$ cat config.mk
export PLATFORM = sky130hd
export DESIGN_NAME = periodic_event_timer_comparator
export DESIGN_NICKNAME = d
export VERILOG_FILES = /design/src/event_timer_pkg.sv /design/src/periodic_event_timer_comparator.sv
export VERILOG_INCLUDE_DIRS = /design/src /design/src/src
export SDC_FILE = /design/constraint.sdc
export NUM_CORES = 2
export LEC_CHECK = 0
export ABC_CLOCK_PERIOD_IN_PS = 3700
export BUFFER_PORTS_ARGS = -buffer_cell sky130_fd_sc_hd__buf_2
export CAP_MARGIN = 10
export CORE_ASPECT_RATIO = 0.9
export CORE_MARGIN = 1
export CORE_UTILIZATION = 45
export CTS_CLUSTER_DIAMETER = 120
export DETAILED_ROUTE_END_ITERATION = 8
export RECOVER_POWER = 50
export SYNTH_ARGS = -nofsm -noshare
export SYNTH_HDL_FRONTEND = slang
export SYNTH_SLANG_ARGS = --single-unit
$ cat constraint.sdc
create_clock -name clk -period 3.7 [get_ports clk]
set_input_delay 0.555 -clock clk [delete_from_list [all_inputs] [get_ports clk]]
set_output_delay 0.555 -clock clk [all_outputs]
set_load 0.01 [all_outputs]
$ cat src/event_timer_defs.svh
// Offsets, field positions, legacy line numbers and sizes of the event timer block
`ifndef EVENT_TIMER_DEFS_SVH
`define EVENT_TIMER_DEFS_SVH
`define ET_MAX_TIMERS      8
`define ET_ADDR_W          12
`define ET_LINES           32
`define ET_GEN_CFG         12'h010
`define ET_INT_STATUS      12'h020
`define ET_INT_CLEAR       12'h024
`define ET_INT_ENABLE      12'h028
`define ET_COUNT_LO        12'h0F0
`define ET_COUNT_HI        12'h0F4
`define ET_TMR_BASE_SEL    4'h1
`define ET_TMR_CFG         5'h00
`define ET_TMR_CMP_LO      5'h08
`define ET_TMR_CMP_HI      5'h0C
`define ET_GEN_EN_BIT      0
`define ET_GEN_LEGACY_BIT  1
`define ET_CFG_LEVEL_BIT   1
`define ET_CFG_INTEN_BIT   2
`define ET_CFG_PERIOD_BIT  3
`define ET_CFG_PERCAP_BIT  4
`define ET_CFG_SIZECAP_BIT 5
`define ET_CFG_LOAD_BIT    6
`define ET_CFG_WIDE_BIT    8
`define ET_CFG_ROUTE_LSB   9
`define ET_LEGACY_LINE0    5'h00
`define ET_LEGACY_LINE1    5'h08
`endif

$ cat src/event_timer_pkg.sv
// Types of the event timer block
`include "event_timer_defs.svh"
package event_timer_pkg;
  typedef struct packed {
    logic       int_en;
    logic       level;
    logic       periodic;
    logic       direct_load;
    logic       wide;
    logic [4:0] route;
  } timer_cfg_s;

  typedef struct packed {
    logic                                 en;
    logic                                 legacy;
    logic [63:0]                          count;
    logic [63:0]                          period;
    logic [`ET_MAX_TIMERS-1:0][63:0]      cmp;
    timer_cfg_s [`ET_MAX_TIMERS-1:0]      cfg;
    logic [`ET_MAX_TIMERS-1:0]            status;
    logic [`ET_MAX_TIMERS-1:0]            irq_en;
    logic [`ET_MAX_TIMERS-1:0]            pulse;
    logic [31:0]                          rd_data;
  } timer_state_s;
endpackage

$ cat src/periodic_event_timer_comparator.sv
// Main counter, comparators, periodic advance and interrupt routing
`timescale 1ns/1ps
`include "event_timer_defs.svh"
module periodic_event_timer_comparator
  import event_timer_pkg::*;
#(
  parameter int NUM_TIMERS = `ET_MAX_TIMERS
)(
  input  wire logic                  clk,
  input  wire logic                  rst_n,
  input  wire logic [`ET_ADDR_W-1:0] addr,
  input  wire logic [31:0]           wr_data,
  input  wire logic                  wr_en,
  input  wire logic                  rd_en,
  output logic [31:0]                rd_data,
  output logic                       irq,
  output logic [`ET_LINES-1:0]       irq_lines
);
  // Refuse timer counts that the state struct cannot hold
  if (NUM_TIMERS < 1 || NUM_TIMERS > `ET_MAX_TIMERS)
  begin : g_bad_timers
    $error("NUM_TIMERS out of range");
  end

  timer_state_s              st;
  timer_state_s              next_st;
  logic [`ET_MAX_TIMERS-1:0] match;
  logic [`ET_MAX_TIMERS-1:0] cmp_lo_wr;
  logic [`ET_MAX_TIMERS-1:0] cmp_hi_wr;
  logic                      cnt_wr;

  // Per-timer register hit: returns one when addr names timer t, register r
  function automatic logic tmr_hit(input logic [`ET_ADDR_W-1:0] a, input int t,
                                   input logic [4:0] r);
    tmr_hit = (a[11:8] == `ET_TMR_BASE_SEL) && (a[7:5] == 3'(t)) && (a[4:0] == r);
  endfunction

  function automatic logic [31:0] cfg_word(input timer_cfg_s c, input int t);
    cfg_word = 32'h0000_0000;
    cfg_word[`ET_CFG_LEVEL_BIT]   = c.level;
    cfg_word[`ET_CFG_INTEN_BIT]   = c.int_en;
    cfg_word[`ET_CFG_PERIOD_BIT]  = c.periodic;
    cfg_word[`ET_CFG_PERCAP_BIT]  = (t == 0);
    cfg_word[`ET_CFG_SIZECAP_BIT] = (t == 0);
    cfg_word[`ET_CFG_LOAD_BIT]    = c.direct_load;
    cfg_word[`ET_CFG_WIDE_BIT]    = c.wide;
    cfg_word[`ET_CFG_ROUTE_LSB+:5] = c.route;
  endfunction

  always_comb
  begin
    cnt_wr = wr_en && (addr == `ET_COUNT_LO || addr == `ET_COUNT_HI);
    for (int i = 0; i < `ET_MAX_TIMERS; i++)
    begin
      cmp_lo_wr[i] = wr_en && (i < NUM_TIMERS) && tmr_hit(addr, i, `ET_TMR_CMP_LO);
      cmp_hi_wr[i] = wr_en && (i == 0) && tmr_hit(addr, i, `ET_TMR_CMP_HI);
      // Wide compare only for timer zero in 64-bit mode
      if (i < NUM_TIMERS)
        match[i] = st.en && ((i == 0 && st.cfg[i].wide) ? (st.count == st.cmp[i]) :
                   (st.count[31:0] == st.cmp[i][31:0]));
      else
        match[i] = 1'b0;
    end
  end

  always_comb
  begin
    next_st = st;
    next_st.pulse = '0;
    next_st.rd_data = 32'h0000_0000;
    if (st.en && !cnt_wr)
      next_st.count = st.count + 64'h1;
    if (wr_en)
    begin
      if (addr == `ET_GEN_CFG)
      begin
        next_st.en     = wr_data[`ET_GEN_EN_BIT];
        next_st.legacy = wr_data[`ET_GEN_LEGACY_BIT];
      end
      else if (addr == `ET_INT_CLEAR)
        next_st.status = st.status & ~wr_data[`ET_MAX_TIMERS-1:0];
      else if (addr == `ET_INT_ENABLE)
        next_st.irq_en = wr_data[`ET_MAX_TIMERS-1:0];
      else if (addr == `ET_COUNT_LO)
        next_st.count[31:0] = wr_data;
      else if (addr == `ET_COUNT_HI)
        next_st.count[63:32] = wr_data;
    end
    for (int i = 0; i < NUM_TIMERS; i++)
    begin
      if (wr_en && tmr_hit(addr, i, `ET_TMR_CFG))
      begin
        next_st.cfg[i].level    = wr_data[`ET_CFG_LEVEL_BIT];
        next_st.cfg[i].int_en   = wr_data[`ET_CFG_INTEN_BIT];
        next_st.cfg[i].periodic = (i == 0) && wr_data[`ET_CFG_PERIOD_BIT];
        next_st.cfg[i].wide     = (i == 0) && wr_data[`ET_CFG_WIDE_BIT];
        next_st.cfg[i].route    = wr_data[`ET_CFG_ROUTE_LSB+:5];
        if (wr_data[`ET_CFG_LOAD_BIT])
          next_st.cfg[i].direct_load = 1'b1;
      end
      // Periodic match advances by the last written period
      if (match[i] && st.cfg[i].periodic)
        next_st.cmp[i] = st.cmp[i] + st.period;
      if (cmp_lo_wr[i] || cmp_hi_wr[i])
      begin
        if (i == 0)
        begin
          if (cmp_lo_wr[i])
            next_st.period[31:0] = wr_data;
          else
            next_st.period[63:32] = wr_data;
        end
        // Running periodic timer keeps its match point unless direct load is set
        if (!st.cfg[i].periodic || st.cfg[i].direct_load)
        begin
          if (cmp_lo_wr[i])
            next_st.cmp[i][31:0] = wr_data;
          else
            next_st.cmp[i][63:32] = wr_data;
        end
        next_st.cfg[i].direct_load = 1'b0;
      end
      if (match[i] && st.cfg[i].int_en)
      begin
        next_st.status[i] = 1'b1;
        next_st.pulse[i]  = 1'b1;
      end
    end
    if (rd_en)
    begin
      if (addr == `ET_GEN_CFG)
      begin
        next_st.rd_data[`ET_GEN_EN_BIT]     = st.en;
        next_st.rd_data[`ET_GEN_LEGACY_BIT] = st.legacy;
      end
      else if (addr == `ET_INT_STATUS)
        next_st.rd_data[`ET_MAX_TIMERS-1:0] = st.status;
      else if (addr == `ET_INT_ENABLE)
        next_st.rd_data[`ET_MAX_TIMERS-1:0] = st.irq_en;
      else if (addr == `ET_COUNT_LO)
        next_st.rd_data = st.count[31:0];
      else if (addr == `ET_COUNT_HI)
        next_st.rd_data = st.count[63:32];
      else
      begin
        for (int i = 0; i < NUM_TIMERS; i++)
        begin
          if (tmr_hit(addr, i, `ET_TMR_CFG))
            next_st.rd_data = cfg_word(st.cfg[i], i);
          else if (tmr_hit(addr, i, `ET_TMR_CMP_LO))
            next_st.rd_data = st.cmp[i][31:0];
          else if (i == 0 && tmr_hit(addr, i, `ET_TMR_CMP_HI))
            next_st.rd_data = st.cmp[i][63:32];
        end
      end
    end
  end

  always_ff @(posedge clk)
  begin
    if (!rst_n)
      st <= '0;
    else
      st <= next_st;
  end

  // Level type drives the sticky bit, edge type a one-cycle pulse; lines are OR-shared
  always_comb
  begin
    logic [4:0] line;
    line = 5'h00;
    irq_lines = '0;
    for (int i = 0; i < NUM_TIMERS; i++)
    begin
      line = st.cfg[i].route;
      if (st.legacy && i == 0)
        line = `ET_LEGACY_LINE0;
      else if (st.legacy && i == 1)
        line = `ET_LEGACY_LINE1;
      if (st.cfg[i].level ? st.status[i] : st.pulse[i])
        irq_lines[line] = 1'b1;
    end
  end

  assign irq     = |(st.status & st.irq_en);
  assign rd_data = st.rd_data;
endmodule

# Word-level counts from Yosys, hierarchy flattened

Index checks and enable logic that the tools add are counted.

Bits of input ports: 48
Register bits: 540

Equality and inequality tests: 33
Add/sub/neg operators: 2
Bitwise operators: 15
Multiplexer cells: 98
$lt $le $gt $ge: 16
Reduce and logical (&&, ||, !) cells: 124

Operator list:

| cell                                                                    | count |
|---|---|
| 32-bit two-way mux                                                      | 39 |
| 64-bit two-way mux                                                      | 8 |
| 32-bit equality test                                                    | 8 |
| 32-bit OR                                                               | 7 |
| 1-bit logical AND                                                       | 69 |
| 64-bit by 1-bit adder with 64-bit output (second input constant)        | 1 |
| 64-bit adder                                                            | 1 |
| 64-bit equality test                                                    | 1 |
| 5-bit by 6-bit < comparator with 1-bit output (second input constant)   | 8 |
| 1-bit demux with 5-bit select                                           | 8 |
| 5-bit by 1-bit >= comparator with 1-bit output (second input constant)  | 8 |
| 8-bit two-way mux                                                       | 5 |
| 12-bit by 6-bit equality test with 1-bit output (second input constant) | 3 |
| 1-bit two-way mux                                                       | 33 |
| 16-bit two-way mux                                                      | 2 |
| 2-bit nonzero test                                                      | 16 |
| 12-bit by 8-bit equality test with 1-bit output (second input constant) | 2 |
| 2-bit AND reduction                                                     | 12 |
| 3-bit AND reduction                                                     | 8 |
| 8-bit bitwise AND                                                       | 2 |
| 2-bit by 1-bit != test with 1-bit output (second input constant)        | 8 |
| 2-bit OR reduction                                                      | 8 |
| 12-bit by 5-bit equality test with 1-bit output (second input constant) | 1 |
| 3-bit equality test (second input constant)                             | 4 |
| 16 further kinds                                                        | 26 |

# Depth between registers and ports, before layout

Depth in word-level cells: 25
Gate-level depth with buffers: 14
Mapped depth without buffers: 14

# Worst setup path after synthesis

No wires, ideal clock.

Path kind: reg2reg
Start: register st[136] in the netlist's numbering
End: register st[196] in the netlist's numbering
Cell stages (with the launch flop): 15
Setup slack: 0.652 ns
Data arrival time: 2.913 ns
Clock period less this slack: 3.048 ns
Path buffers: 0
Path through: dfxtp_1 ha_1 inv_1 fa_1 nor2b_1 o31a_1 o311a_1 a31o_2 a31o_2 a31oi_2 o31a_1 o31ai_2 a211oi_2 xor2_1 a21oi_1

Longest elaborated chain between the ends: 8

RTL lines:

| item                                                                 | RTL line                               | source |
|---|---|---|
| from (decl)                                                          | periodic_event_timer_comparator.sv:25  | `timer_state_s st;` |
| from (signal assigned)                                               | periodic_event_timer_comparator.sv:164 | `st <= next_st;` |
| parallel branches: the longest is 4 deep, another holds 64-bit adder | -                                      |  |
| 64-bit two-way mux (*)                                               | periodic_event_timer_comparator.sv:102 | `if (match[i] && st.cfg[i].periodic)` |
| 32-bit two-way mux                                                   | periodic_event_timer_comparator.sv:116 | `if (cmp_lo_wr[i])` |
| 64-bit two-way mux                                                   | periodic_event_timer_comparator.sv:114 | `if (!st.cfg[i].periodic \|\| st.cfg[i].direct_load)` |
| 64-bit two-way mux (*)                                               | periodic_event_timer_comparator.sv:104 | `if (cmp_lo_wr[i] \|\| cmp_hi_wr[i])` |

Every way passes the cells marked *.
A chain may end at the register's enable or synchronous reset.

# Final worst setup path

Start: register st[104] in the netlist's numbering
End: output port irq_lines[26]

Longest elaborated chain between the ends: 8

RTL lines:

| item                       | RTL line                               | source |
|---|---|---|
| 1-bit two-way mux (*)      | periodic_event_timer_comparator.sv:180 | `if (st.cfg[i].level ? st.status[i] : st.pulse[i])` |
| 32-bit two-way mux (*)     | periodic_event_timer_comparator.sv:180 |  |
| 32-bit OR (no source line) | -                                      |  |
| 32-bit two-way mux (*)     | periodic_event_timer_comparator.sv:180 |  |
| 32-bit OR (no source line) | -                                      |  |
| 32-bit two-way mux (*)     | periodic_event_timer_comparator.sv:180 |  |
| 32-bit OR (no source line) | -                                      |  |
| 32-bit two-way mux (*)     | periodic_event_timer_comparator.sv:180 |  |
| to (decl)                  | periodic_event_timer_comparator.sv:17  | `` output logic [`ET_LINES-1:0] irq_lines `` |

Every way passes the cells marked *; elsewhere a longest branch is shown, timed or not.

==> summary.txt <==
TritonCTS Buffers = 59
Routed Antenna Nets = 0
P&R area growth vs syn = 12.3%
GRT overflow = 0
Die Area = 73400 µm²
status = finished, violations left
worst setup margin = -55.2 ps
CORE AREA = 71600 µm²
number of max-cap violations = 0
Seq/Total Area, Yosys = 33.2%
Final Setup Violations = 2
worst reg2reg path depth = 13
vias post-DR = 34902
Final min period = 3760 ps
count leader, synth = nand2_1
Reg2Reg Launch Point = st[147]$_SDFF_PN0_
TritonCTS Sinks = 540
Die Ht = 257 µm
gpl congestion = 1.02
pwr dens = 348 nW/µm²
io pins = 113
most used flip-flop cell after synthesis = dfxtp_1
Synth Area per Inst = 7.42 µm²
Slew @ Worst Pin = 1190 ps
initial antenna violation count = 5
fmax = 0.266 GHz
Starting Density = 45.5%
Setup crit start kind = flip-flop
Synth Warn # = 0
Worst path depth = 7
Arrival @ worst endpoint = 3200 ps
vias in the first global route = 31899
worst skew pair latency = 690 ps
Worst R2R End = st[199]$_SDFF_PN0_
synthesized flop and latch total = 540
Mapped Nets = 4495
critical path's most frequent cell = o21ai_0
Worst Skew = 66.8 ps
cell count after synthesis = 4382
Via density = 6.48
Synth area leader = dfxtp_1
library cells used by synthesis = 86
buffers plus inverters on the worst setup path = 1
fraction of registers with async set/reset = 0%
commonest cells in the netlist = nand2_1, dfxtp_1, a21oi_1
CP peak stage delay = 520 ps
dominant cells by area after synthesis = dfxtp_1, nand2_1, a21oi_1, xor2_1, nor2_1
largest net degree at the start of global routing = 110
Mapped Area = 32500 µm²
Port Buffer Count = 112
Die Wd = 285 µm
worst min path class = input port to flip-flop
Crit-path slowest cell = mux2i_1
worst hold margin = 257 ps
HP Start = rd_en
CP top delay family = compound AO/OA/AOI/OAI gates
failing checks = DRC, setup timing
H-tree levels = 2
CTS tree = yes
CP Max Fanout = 8
EDFF count, synth = 0
hold endpoint = rd_data[1]$_SDFF_PN0_
per-cell routed wire length = 28.7 µm
hpwl dp = 111000 µm
CP Capture Type = output port
WS Path Type = flip-flop to output port
All-Layer GR Usage = 40.9%
first-pass GRT wire length = 224000 µm
fraction of layout cells with a size suffix above 1 = 10.6%
Leak = 14.1 nW
Max clock buf depth = 3
r2r setup slk = 130 ps
# nets final = 4494
WL final = 155000 µm
setup TNS = -110 ps
Reg clk slew, reported paths = 60 ps
share of the synthesized area in the top cell type = 33.2%
Max VDD drop = 333 µV
initial drt markers = 5690
period utilization = 101%
router iterations before antenna repair = 9
Fin. Hold Viols = 0
Cell Chain, Critical Path = mux2i_1 > nor2_1 > nand2_1 > o21ai_0 > a2111oi_0 > o21ai_0 > buf_2
Rows = 93
PnR Total Power = 0.0127 W
Final Max Slew Viols = 0
Worst EP required = 3140 ps
Slew HR = 20.4%
DRC viols = 19
cell count of the worst hold path = 3
root buf cell = clkbuf_16
worst min-delay path, cell delays in order:
cell and delay (ps):
buf_2 110, nand2_1 120, a211oi_1 50
what timing repair did:
item	CTS	global route
resized for setup	0	5
setup buffers	0	3
hold buffers	0	0
setup endpoints to repair	0	12
where the power goes:
group / switching (W) / total, W / internal, W
Clock: 0.00280 / 0.00648 / 0.00368
Sequential: 0.000000996 / 0.00581 / 0.00581
Combinational: 0.000367 / 0.000435 / 0.0000681
layout make-up:
class | count | area (µm²)
clock inverters | 41 | 514
well taps | 950 | 1190
repair buffers | 334 | 2280
inverters | 38 | 150
fillers | 7163 | 35000
clock buffers | 71 | 1600
multi-input cells | 3408 | 20000
flip-flops and latches | 540 | 10800
diodes | 4 | 10.0
cells by family (layout without fill, tap and decap cells):
kind of cell             count (synthesis)  in the layout  share of synthesized area, %
AND/OR/NAND/NOR                       1736           1736                          23.8
AO/OA/AOI/OAI                         1136           1136                          21.9
flip-flops                             540            540                          33.2
buffers and inverters                  434            484                          5.58
XOR/XNOR                               401            401                          10.8
multiplexers                            70             70                          2.19
adder cells (fa/ha/maj)                 65             65                          2.52
other                                    0              4                             0
stage by stage:
step / cell area [µm²] / cells / util (%) / setup slack (ps)
after floorplan: 32500 / 4382 / - / 652
after global placement: 34500 / 5267 / 48.3 / 18.7
after detailed placement: 34500 / 5267 / 48.3 / 84.8
after CTS: 36700 / 5379 / 51.2 / 57.1
after global routing: 36500 / 5382 / 51.0 / -16.1
final: 36500 / 5386 / 51.1 / -55.2
per-layer routing:
layer,global-route usage [%],vias up,wire length [µm]
li1,-,15426,-
met1,58.3,16499,65100
met2,57.0,2575,61500
met3,12.6,398,21600
met4,15.4,4,6410
met5,0,-,34
registers in the layout, summed over array words and instances (netlist names):
signal / count
rd_data: 32
st: 508
worst max path at each step:
stage / startpoint / end
floorplan: st[136]$_SDFF_PN0_ / st[196]$_SDFF_PN0_
global placement: addr[9] / rd_data[1]$_SDFF_PN0_
detailed placement: st[148]$_SDFF_PN0_ / st[199]$_SDFF_PN0_
global route: st[104]$_SDFFE_PN0P_ / irq_lines[26]
finish: st[104]$_SDFFE_PN0P_ / irq_lines[26]
CTS: st[148]$_SDFF_PN0_ / st[199]$_SDFF_PN0_
cells in the final DEF, fill, tap and decap left out, types with 84 or more instances in the layout:
cell type / netlist / routed
buf_4: 35 / 180
nand2_1: 894 / 893
a21oi_1: 521 / 521
nand3_1: 128 / 128
nand4_1: 84 / 84
xor2_1: 272 / 272
a211oi_1: 107 / 107
xnor2_1: 129 / 129
o21ai_0: 120 / 120
dfxtp_1: 540 / 540
nor2_1: 312 / 308
No activity file was read; power rests on OpenSTA's default activity.
